<file path="config.mk">
export PLATFORM = sky130hd
export DESIGN_NAME = sapd_auto_powerdown
export DESIGN_NICKNAME = d
export VERILOG_FILES = /design/src/rtl/sapd_pkg.sv /design/src/rtl/sapd_auto_powerdown.sv
export VERILOG_INCLUDE_DIRS = /design/src /design/src/rtl
export SDC_FILE = /design/constraint.sdc
export NUM_CORES = 1
export LEC_CHECK = 0
export BUFFER_PORTS_ARGS = -buffer_cell sky130_fd_sc_hd__buf_2
export CAP_MARGIN = 20
export CORE_MARGIN = 3
export CORE_UTILIZATION = 53
export CTS_CLUSTER_SIZE = 14
export DETAILED_ROUTE_END_ITERATION = 16
export PLACE_DENSITY = 0.85
export RECOVER_POWER = 100
export SLEW_MARGIN = 20
export SYNTH_ARGS = -nofsm -noshare
export SYNTH_HDL_FRONTEND = slang
export SYNTH_SLANG_ARGS = --single-unit
</file>
<file path="constraint.sdc">
create_clock -name clk_sys -period 3.1 [get_ports clk_sys]
set_input_delay 0.155 -clock clk_sys [delete_from_list [all_inputs] [get_ports clk_sys]]
set_output_delay 0.155 -clock clk_sys [all_outputs]
set_load 0.01 [all_outputs]
</file>
<file path="src/rtl/sapd_consts.svh">
/*
 * Constants for the auto powerdown controller: host register offsets,
 * configuration bit positions, field positions and timing counts.
 * Assumes inclusion by bare name from design and bench files.
 */
`ifndef SAPD_CONSTS_SVH
`define SAPD_CONSTS_SVH

// Floppy host register offsets.
`define SAPD_OFS_STATUS_A 3'h0
`define SAPD_OFS_STATUS_B 3'h1
`define SAPD_OFS_DRIVE_OUT 3'h2
`define SAPD_OFS_RATE_MAIN 3'h4
`define SAPD_OFS_CMD_DATA 3'h5
`define SAPD_OFS_DRIVE_IN 3'h7
// Own control offsets for the auto power configuration and status.
`define SAPD_OFS_AUTO_CFG 3'h3
`define SAPD_OFS_PWR_STATUS 3'h6

// Auto power configuration bit positions.
`define SAPD_CFG_FDC_BIT 0
`define SAPD_CFG_PAR_BIT 3
`define SAPD_CFG_SER1_BIT 4
`define SAPD_CFG_SER2_BIT 5

// Drive output control fields.
`define SAPD_DOC_RESET_N_BIT 2
`define SAPD_DOC_MOTOR_BIT 4
// Rate select software reset bit.
`define SAPD_RSEL_RESET_BIT 7

// Idle main status value.
`define SAPD_MSR_IDLE 8'h80
// Reset values.
`define SAPD_DOC_RESET 8'h04
`define SAPD_CFG_RESET 8'h00

// Idle timer: 10 ms at 100 ns per cycle.
`define SAPD_IDLE_TIME_NS 10000000
`define SAPD_CLK_PERIOD_NS 100
`define SAPD_IDLE_CYCLES (`SAPD_IDLE_TIME_NS / `SAPD_CLK_PERIOD_NS)

`endif

</file>
<file path="src/rtl/sapd_pkg.sv">
/*
 * Types for the auto powerdown controller.
 * Assumes nothing of its surroundings.
 */
package sapd_pkg;

    // Parallel port configured mode.
    typedef enum logic [1:0] {
        sapd_cfg_spp,
        sapd_cfg_epp,
        sapd_cfg_ecp,
        sapd_cfg_ecp_epp
    } sapd_par_cfg_t;

    // Extended control register mode field values.
    typedef enum logic [2:0] {
        sapd_ecr_spp,
        sapd_ecr_byte,
        sapd_ecr_fifo,
        sapd_ecr_ecp,
        sapd_ecr_epp,
        sapd_ecr_rsvd,
        sapd_ecr_test,
        sapd_ecr_cfg
    } sapd_ecr_mode_t;

    // Floppy power state.
    typedef enum logic [1:0] {
        sapd_fdc_awake,
        sapd_fdc_down
    } sapd_fdc_state_t;

endpackage
</file>
<file path="src/rtl/sapd_auto_powerdown.sv">
/*
 * Auto powerdown controller for the floppy, two serial ports and the
 * parallel port of a multi-function I/O controller.
 * Assumes a 10 MHz system clock, host bus signals already synchronous,
 * and unit cores that report their idle conditions as plain levels.
 */
// The plain strobed port is this design's own decision.
`timescale 1ns/1ps
`include "sapd_consts.svh"

module sapd_auto_powerdown #(
    parameter int IDLE_CYCLES = `SAPD_IDLE_CYCLES,
    parameter int NUM_UARTS = 2
) (
    // Clock and reset.
    input wire logic clk_sys,
    input wire logic reset_n,
    // Host register port.
    input wire logic [2:0] reg_addr,
    input wire logic [7:0] reg_wdata,
    input wire logic reg_write,
    input wire logic reg_read,
    output logic [7:0] reg_rdata,
    // Host bus reset.
    input wire logic host_reset_in,
    // Floppy core status.
    input wire logic [7:0] main_status,
    input wire logic [7:0] status_a,
    input wire logic [7:0] status_b,
    input wire logic [7:0] drive_input_status,
    input wire logic fdc_int_pending,
    input wire logic head_unload_expired,
    input wire logic fdc_irq_core,
    input wire logic fdc_drq_core,
    // Floppy drive outputs from the core.
    input wire logic motor_on_core,
    input wire logic drive_select_core,
    input wire logic write_data_core,
    input wire logic write_gate_core,
    input wire logic step_direction_core,
    input wire logic step_pulse_core,
    input wire logic head_select_core,
    input wire logic [1:0] density_select_core,
    // Floppy drive pins.
    output logic motor_on_out,
    output logic motor_on_oe,
    output logic drive_select_out,
    output logic drive_select_oe,
    output logic write_data_out,
    output logic write_data_oe,
    output logic write_gate_out,
    output logic write_gate_oe,
    output logic step_direction_out,
    output logic step_pulse_out,
    output logic head_select_out,
    output logic [1:0] density_select_out,
    // Floppy host outputs and wake indication.
    output logic fdc_irq_out,
    output logic fdc_drq_out,
    output logic fdc_powered_down,
    output logic fdc_soft_reset,
    // Serial port status and pins.
    input wire logic [NUM_UARTS-1:0] tx_holding_empty,
    input wire logic [NUM_UARTS-1:0] tx_shift_empty,
    input wire logic [NUM_UARTS-1:0] tx_buffer_write,
    input wire logic [NUM_UARTS-1:0] rx_fifo_empty,
    input wire logic [NUM_UARTS-1:0] rx_waiting_start,
    input wire logic [NUM_UARTS-1:0] serial_receive_input,
    input wire logic [NUM_UARTS-1:0] ring_indicator_input,
    output logic [NUM_UARTS-1:0] tx_powered_down,
    output logic [NUM_UARTS-1:0] rx_powered_down,
    output logic [NUM_UARTS-1:0] ring_change,
    // Parallel port configuration.
    input wire sapd_pkg::sapd_par_cfg_t par_cfg_mode,
    input wire sapd_pkg::sapd_ecr_mode_t ecr_mode,
    output logic epp_powered_down,
    output logic ecp_powered_down
);

    logic [7:0] auto_power_config;
    logic [7:0] drive_output_control;
    logic [7:0] rate_select;
    logic [7:0] rate_config_control;
    sapd_pkg::sapd_fdc_state_t fdc_state;
    logic [$clog2(IDLE_CYCLES+1)-1:0] idle_count;
    logic fdc_wake;
    logic fdc_idle;
    logic fdc_down;
    logic [NUM_UARTS-1:0] rx_last;
    logic [NUM_UARTS-1:0] ri_last;

    // Host accesses that end floppy powerdown: main status read, data access.
    // Output-control and rate writes wake only on motor enable or reset.
    // Reads of status_a, status_b, output control and input status never wake.
    always_comb begin
        fdc_wake = host_reset_in;
        if (reg_read && (reg_addr == `SAPD_OFS_RATE_MAIN ||
                reg_addr == `SAPD_OFS_CMD_DATA)) begin
            fdc_wake = 1'b1;
        end
        if (reg_write && reg_addr == `SAPD_OFS_CMD_DATA) begin
            fdc_wake = 1'b1;
        end
        if (reg_write && reg_addr == `SAPD_OFS_DRIVE_OUT &&
                (reg_wdata[`SAPD_DOC_MOTOR_BIT] ||
                 !reg_wdata[`SAPD_DOC_RESET_N_BIT])) begin
            fdc_wake = 1'b1;
        end
        if (reg_write && reg_addr == `SAPD_OFS_RATE_MAIN &&
                reg_wdata[`SAPD_RSEL_RESET_BIT]) begin
            fdc_wake = 1'b1;
        end
    end

    // Floppy idle conditions for entering powerdown.
    assign fdc_idle = !drive_output_control[`SAPD_DOC_MOTOR_BIT] &&
        main_status == `SAPD_MSR_IDLE && !fdc_int_pending && head_unload_expired;

    // Register writes; non-waking writes are retained during powerdown.
    always_ff @(posedge clk_sys or negedge reset_n) begin
        if (!reset_n) begin
            auto_power_config <= `SAPD_CFG_RESET;
            drive_output_control <= `SAPD_DOC_RESET;
            rate_select <= 8'h00;
            rate_config_control <= 8'h00;
        end else if (reg_write) begin
            unique case (reg_addr)
                `SAPD_OFS_AUTO_CFG: auto_power_config <= reg_wdata;
                `SAPD_OFS_DRIVE_OUT: drive_output_control <= reg_wdata;
                `SAPD_OFS_RATE_MAIN: rate_select <= reg_wdata;
                `SAPD_OFS_DRIVE_IN: rate_config_control <= reg_wdata;
                default: ;
            endcase
        end
    end

    // Read data one cycle after the strobe; status reads give live values.
    always_ff @(posedge clk_sys or negedge reset_n) begin
        if (!reset_n) begin
            reg_rdata <= 8'h00;
        end else if (reg_read) begin
            unique case (reg_addr)
                `SAPD_OFS_STATUS_A: reg_rdata <= status_a;
                `SAPD_OFS_STATUS_B: reg_rdata <= status_b;
                `SAPD_OFS_DRIVE_OUT: reg_rdata <= drive_output_control;
                `SAPD_OFS_AUTO_CFG: reg_rdata <= auto_power_config;
                `SAPD_OFS_RATE_MAIN: reg_rdata <= main_status;
                `SAPD_OFS_CMD_DATA: reg_rdata <= 8'h00;
                `SAPD_OFS_PWR_STATUS: reg_rdata <= {2'h0, ecp_powered_down,
                    epp_powered_down, rx_powered_down[0], tx_powered_down[0],
                    1'b0, fdc_down};
                `SAPD_OFS_DRIVE_IN: reg_rdata <= drive_input_status;
                default: reg_rdata <= 8'h00;
            endcase
        end else begin
            reg_rdata <= 8'h00;
        end
    end

    // Idle timer: runs while enabled and idle, cancelled by disable or wake.
    always_ff @(posedge clk_sys or negedge reset_n) begin
        if (!reset_n) begin
            idle_count <= '0;
        end else if (!auto_power_config[`SAPD_CFG_FDC_BIT] || fdc_wake || !fdc_idle) begin
            idle_count <= '0;
        end else if (idle_count != ($clog2(IDLE_CYCLES+1))'(IDLE_CYCLES)) begin
            idle_count <= idle_count + 1'b1;
        end
    end

    // Floppy power state; a wake wins over entry in the same cycle.
    always_ff @(posedge clk_sys or negedge reset_n) begin
        if (!reset_n) begin
            fdc_state <= sapd_pkg::sapd_fdc_awake;
        end else begin
            unique case (fdc_state)
                sapd_pkg::sapd_fdc_awake: begin
                    if (!fdc_wake && fdc_idle && auto_power_config[`SAPD_CFG_FDC_BIT] &&
                            idle_count == ($clog2(IDLE_CYCLES+1))'(IDLE_CYCLES)) begin
                        fdc_state <= sapd_pkg::sapd_fdc_down;
                    end
                end
                sapd_pkg::sapd_fdc_down: begin
                    if (fdc_wake || !auto_power_config[`SAPD_CFG_FDC_BIT]) begin
                        fdc_state <= sapd_pkg::sapd_fdc_awake;
                    end
                end
            endcase
        end
    end

    assign fdc_down = fdc_state == sapd_pkg::sapd_fdc_down;

    // Software reset request to the core from output control or rate select.
    always_ff @(posedge clk_sys or negedge reset_n) begin
        if (!reset_n) begin
            fdc_soft_reset <= 1'b0;
        end else begin
            fdc_soft_reset <= !drive_output_control[`SAPD_DOC_RESET_N_BIT] ||
                rate_select[`SAPD_RSEL_RESET_BIT];
        end
    end

    // Drive pins: motor, select and write lines float; positioning lines stay driven.
    always_ff @(posedge clk_sys or negedge reset_n) begin
        if (!reset_n) begin
            motor_on_out <= 1'b1;
            drive_select_out <= 1'b1;
            write_data_out <= 1'b1;
            write_gate_out <= 1'b1;
            step_direction_out <= 1'b1;
            step_pulse_out <= 1'b1;
            head_select_out <= 1'b1;
            density_select_out <= 2'h0;
        end else begin
            motor_on_out <= motor_on_core;
            drive_select_out <= drive_select_core;
            write_data_out <= write_data_core;
            write_gate_out <= write_gate_core;
            step_direction_out <= step_direction_core;
            step_pulse_out <= step_pulse_core;
            head_select_out <= head_select_core;
            density_select_out <= density_select_core;
        end
    end

    assign motor_on_oe = !fdc_down;
    assign drive_select_oe = !fdc_down;
    assign write_data_oe = !fdc_down;
    assign write_gate_oe = !fdc_down;

    // Host interrupt and request outputs are held low from the second cycle of powerdown.
    always_ff @(posedge clk_sys or negedge reset_n) begin
        if (!reset_n) begin
            fdc_irq_out <= 1'b0;
            fdc_drq_out <= 1'b0;
        end else begin
            fdc_irq_out <= fdc_down ? 1'b0 : fdc_irq_core;
            fdc_drq_out <= fdc_down ? 1'b0 : fdc_drq_core;
        end
    end

    assign fdc_powered_down = fdc_down;

    // Per serial port transmit and receive powerdown.
    for (genvar u = 0; u < NUM_UARTS; u++) begin : g_uart
        logic enabled;
        assign enabled = auto_power_config[`SAPD_CFG_SER1_BIT + u];

        // Transmitter sleeps when both stages are empty, wakes on a buffer write.
        always_ff @(posedge clk_sys or negedge reset_n) begin
            if (!reset_n) begin
                tx_powered_down[u] <= 1'b0;
            end else if (!enabled || tx_buffer_write[u]) begin
                tx_powered_down[u] <= 1'b0;
            end else if (tx_holding_empty[u] && tx_shift_empty[u]) begin
                tx_powered_down[u] <= 1'b1;
            end
        end

        // Receiver sleeps when empty and idle, wakes on any data edge.
        always_ff @(posedge clk_sys or negedge reset_n) begin
            if (!reset_n) begin
                rx_last[u] <= 1'b1;
                rx_powered_down[u] <= 1'b0;
            end else begin
                rx_last[u] <= serial_receive_input[u];
                if (!enabled || rx_last[u] != serial_receive_input[u]) begin
                    rx_powered_down[u] <= 1'b0;
                end else if (rx_fifo_empty[u] && rx_waiting_start[u]) begin
                    rx_powered_down[u] <= 1'b1;
                end
            end
        end

        // Ring change detection is kept regardless of power state.
        always_ff @(posedge clk_sys or negedge reset_n) begin
            if (!reset_n) begin
                ri_last[u] <= 1'b0;
                ring_change[u] <= 1'b0;
            end else begin
                ri_last[u] <= ring_indicator_input[u];
                ring_change[u] <= ri_last[u] != ring_indicator_input[u];
            end
        end
    end

    // Parallel port enhanced logic powerdown from current modes.
    always_ff @(posedge clk_sys or negedge reset_n) begin
        if (!reset_n) begin
            epp_powered_down <= 1'b0;
            ecp_powered_down <= 1'b0;
        end else if (!auto_power_config[`SAPD_CFG_PAR_BIT]) begin
            epp_powered_down <= 1'b0;
            ecp_powered_down <= 1'b0;
        end else begin
            epp_powered_down <= (par_cfg_mode != sapd_pkg::sapd_cfg_epp &&
                par_cfg_mode != sapd_pkg::sapd_cfg_ecp_epp) ||
                (par_cfg_mode == sapd_pkg::sapd_cfg_ecp_epp &&
                 ecr_mode != sapd_pkg::sapd_ecr_epp);
            ecp_powered_down <= (par_cfg_mode != sapd_pkg::sapd_cfg_ecp &&
                par_cfg_mode != sapd_pkg::sapd_cfg_ecp_epp) ||
                ecr_mode == sapd_pkg::sapd_ecr_spp ||
                ecr_mode == sapd_pkg::sapd_ecr_byte ||
                ecr_mode == sapd_pkg::sapd_ecr_epp;
        end
    end

endmodule

</file>
==> key figures <==
Status
  – Status: complete, but fails checks
  – Failing checks: max-capacitance violations, max-slew violations

Timing
  – Setup tns final: 0 ns
  – Post-route setup slack: approximately 0.84 ns
  – Fin crit share: 73.0%
  – Hold WS: 0.0123 ns
  – Min Tclk post-route: approximately 2.3 ns
  – Final setup viols: 0
  – Slew HR: -6.59%
  – Peak Freq: 442 MHz
  – Max-slew violation count: 68
  – RSZ-0062 raised after global routing: no
  – Final hold vios: 0
  – Layout Skew: roughly 0.0095 ns
  – Slew @ Worst Pin: 1.60 ns

Critical path
  – Critical-path cell list: clkbuf_1, nor4bb_2, o21ai_0, nand4_2, nor2_1
  – Worst endpoint required time: 3.30 ns
  – Highest-delay cell along the critical path: nor4bb_2
  – Worst EP arrival: between 2 and 2.5 ns
  – FF-to-FF path depth: 4
  – CP peak stage delay: 1.00 ns
  – Crit path from: reg_addr[2]
  – Worst setup path endpoint: idle_count[12]
  – R2R Path End: idle_count[1]
  – Worst Path Buf+Inv: 1
  – Crit path max fanout: 25
  – Critical path depth in cells: 5
  – Reg2reg setup slack: 1.30 ns
  – CP startpoint kind: input pin
  – Critical path class: in -> reg
  – CP top delay family: simple AND/OR/NAND/NOR gates
  – CP Capture Type: flip-flop
  – Worst r2r src: idle_count[11]

Die
  – Die X-Extent: 82.6 um
  – Die Y: 82.6 um
  – Core area: 5570 sq um
  – DIE AREA: between 6000 and 7000 sq um
  – Starting Density: a little under three fifths
  – # rows: 27
  – I/O pin count: roughly 110

Global route
  – Initial antenna violation count: 0
  – Overall Global Routing Usage: about a quarter
  – First-pass GRT wire length: 12000 um
  – Number of global-route vias before repair: 2524
  – Largest net degree at the start of global routing: 68
  – GR Overflow Total: 0

Yosys
  – Synthesized Nets: 349
  – Ranking of synthesized cells by area: dfrtp_1, dfstp_2, mux2_2
  – Post-synth EDFFs: 0
  – Most used flip-flop cell after synthesis: dfrtp_1
  – Adder-cell share of the synthesized area: less than 1%
  – Mapped Cells: 267
  – Warnings from Yosys: 0
  – Main combinational cell family by area after synthesis: simple AND/OR/NAND/NOR gates
  – Distinct cells, synth: 51
  – Mux cell area share after synthesis: 9.95%
  – Cell taking the most area after synthesis: dfrtp_1
  – Post-Synth Simple-Gate Area: 16.1%
  – Synth Area in XOR/XNOR: 4.79%
  – Yosys top cell area share: 45.9%
  – Mapped cell area: 3110 sq um
  – Average size of a mapped cell: 11.6 sq um
  – Compound-cell area share of the yosys netlist: 10.4%
  – FFs w/ async S/R, synth: 100%
  – Flops & latches, synth: 67
  – Sequential area share after synthesis: 54.4%

Drt
  – Drt first pass iters: 4
  – Routed Wire Length: a little under 8000 um
  – Remaining antenna violation count after routing: 0
  – Detailed-route DRC error count: 0
  – Via density: 5.44
  – Via count: 2560
  – Initial DRC count: between 100 and 150
  – Drt wl/cell: roughly 16 um

Layout
  – Final #Nets: 476
  – Area growth syn-to-layout: 29.3%
  – Fin cells: ~470
  – Antenna cells: 0
  – Layout cell share with drive strength beyond 1: 32.3%

Clock tree
  – CTS tree: yes
  – CTS clk-pin slew, worst paths: ~0.070 ns
  – Clock Path Buffers: 2
  – CTS sink count: 67
  – Setup bufs post-CTS: 0
  – CTS H-tree depth: 3
  – Clock Latency Late Sink: around 0.33 ns
  – Root Buffer Master: clkbuf_8
  – CTS Buf Count: 9

Worst hold path
  – WHS Path Cells: 2
  – Worst hold-check path type: in -> reg
  – Min-delay src: par_cfg_mode[0]

Placed design
  – RD Place Congestion: 0.942
  – IO Port Bufs: 112
  – Dpl hpwl: 5510 um
  – Inst Count DP: 440
  – Pre-CTS setup slack: 0.961 ns

Power and ir drop
  – Pwr Total: 2.06 mW
  – PD cells: 512 nW/um^2
  – Static Leak: 1.80 nW
  – Max IR drop VDD: 0.320 mV

Flow run
  – Max Cap Viol: 1
==> state kept, by name (all words and copies together), names as in the netlist, 8 cells and up <==
name                  count
auto_power_config         8
drive_output_control      8
idle_count               17
reg_rdata                 8
==> layout make-up <==
type	count	area [sq um]
multi-input combinational	175	1310
tap	72	90.1
fill	432	1560
sequential	67	1690
clock buffer	13	169
clock inverter	3	45.0
inverter	13	48.8
timing repair buffer	128	668
==> Yosys cell counts, types with 2 or more instances <==
master    count
xor2_1       11
nor4_1        2
xnor2_1       6
o21ai_0       9
dfstp_2      10
ha_1          2
a221oi_1      2
o221ai_1      6
a21o_1        2
mux4_2        3
nor3b_1       3
mux2_2       17
o211a_1       3
o22ai_1       3
mux2i_1       5
a21boi_0      2
and3_2        2
nor2b_1      10
nor4b_1       2
nand4_1       4
nand3_1      10
and4_1        2
a22oi_1       4
nand4b_1      2
or3_1         3
dfrtp_1      57
nor2_1       20
nand2_1       9
nand2b_1      2
and3_1        3
clkbuf_1      3
buf_4         3
inv_1        13
a21oi_1      11
buf_2         5
==> layer usage <==
| metal | part of all wire (%) | track usage, % |
|---|---|---|
| met1 | 43 | 30.8 |
| met4 | 1.7 | 10.8 |
| met5 | 0 | 0 |
| met2 | 49 | 38.5 |
| met3 | 6.6 | 4.99 |
==> power breakdown <==
group | switching (mW) | internal (mW) | leakage, nW | total [mW]
Combinational | 0.139 | 0.151 | 0.861 | 0.289
Clock | 0.325 | 0.438 | 0.102 | 0.763
Sequential | 0.0452 | 0.960 | 0.838 | 1.01
==> cell families after synthesis <==
group | count (synthesis)
AO/OA/AOI/OAI | 47
XOR/XNOR | 17
adder cells (fa/ha/maj) | 2
buffers and inverters | 25
flip-flops | 67
multiplexers | 25
AND/OR/NAND/NOR | 84
==> cell usage in the layout (no fill, tap or decap), drive strengths merged, types with 2 or more instances in the layout <==
| cell type | n |
|---|---|
| buf | 74 |
| dfrtp | 57 |
| clkbuf | 52 |
| nor2 | 21 |
| mux2 | 17 |
| dlygate4sd3 | 15 |
| inv | 13 |
| a21oi | 11 |
| xor2 | 11 |
| nor2b | 10 |
| o21ai | 10 |
| nand3 | 10 |
| dfstp | 10 |
| nand2 | 9 |
| o221ai | 6 |
| xnor2 | 6 |
| mux2i | 5 |
| nand4 | 5 |
| and3 | 5 |
| a22oi | 4 |
| or3 | 4 |
| mux4 | 3 |
| o22ai | 3 |
| o211a | 3 |
| nor3b | 3 |
| nor4 | 3 |
| and4 | 3 |
| a21o | 2 |
| nand2b | 2 |
| a221oi | 2 |
| a21boi | 2 |
| nor4b | 2 |
| nand4b | 2 |
| ha | 2 |
| clkinvlp | 2 |
| or4 | 2 |
==> how the worst min path moves through the flow <==
stage               slack [ns]                   end
global route             0.007      epp_powered_down
global placement          0.26       head_select_out
detailed placement        0.26        write_gate_out
floorplan                -0.14  auto_power_config[0]
CTS                      0.005      epp_powered_down
finish                    0.01      epp_powered_down
==> timing repair <==
item                                   CTS  global route
hold buffers                            15             0
resized for setup                        0             0
endpoints found under the hold margin   15             0
==> through the flow <==
step | util (%) | area, sq um
after floorplan | - | 3110
after global placement | 66.5 | 3710
after detailed placement | 66.5 | 3710
after CTS | 73.1 | 4070
after global routing | 72.1 | 4020
final | 72.1 | 4020
Power figures use the tool's default switching activity.
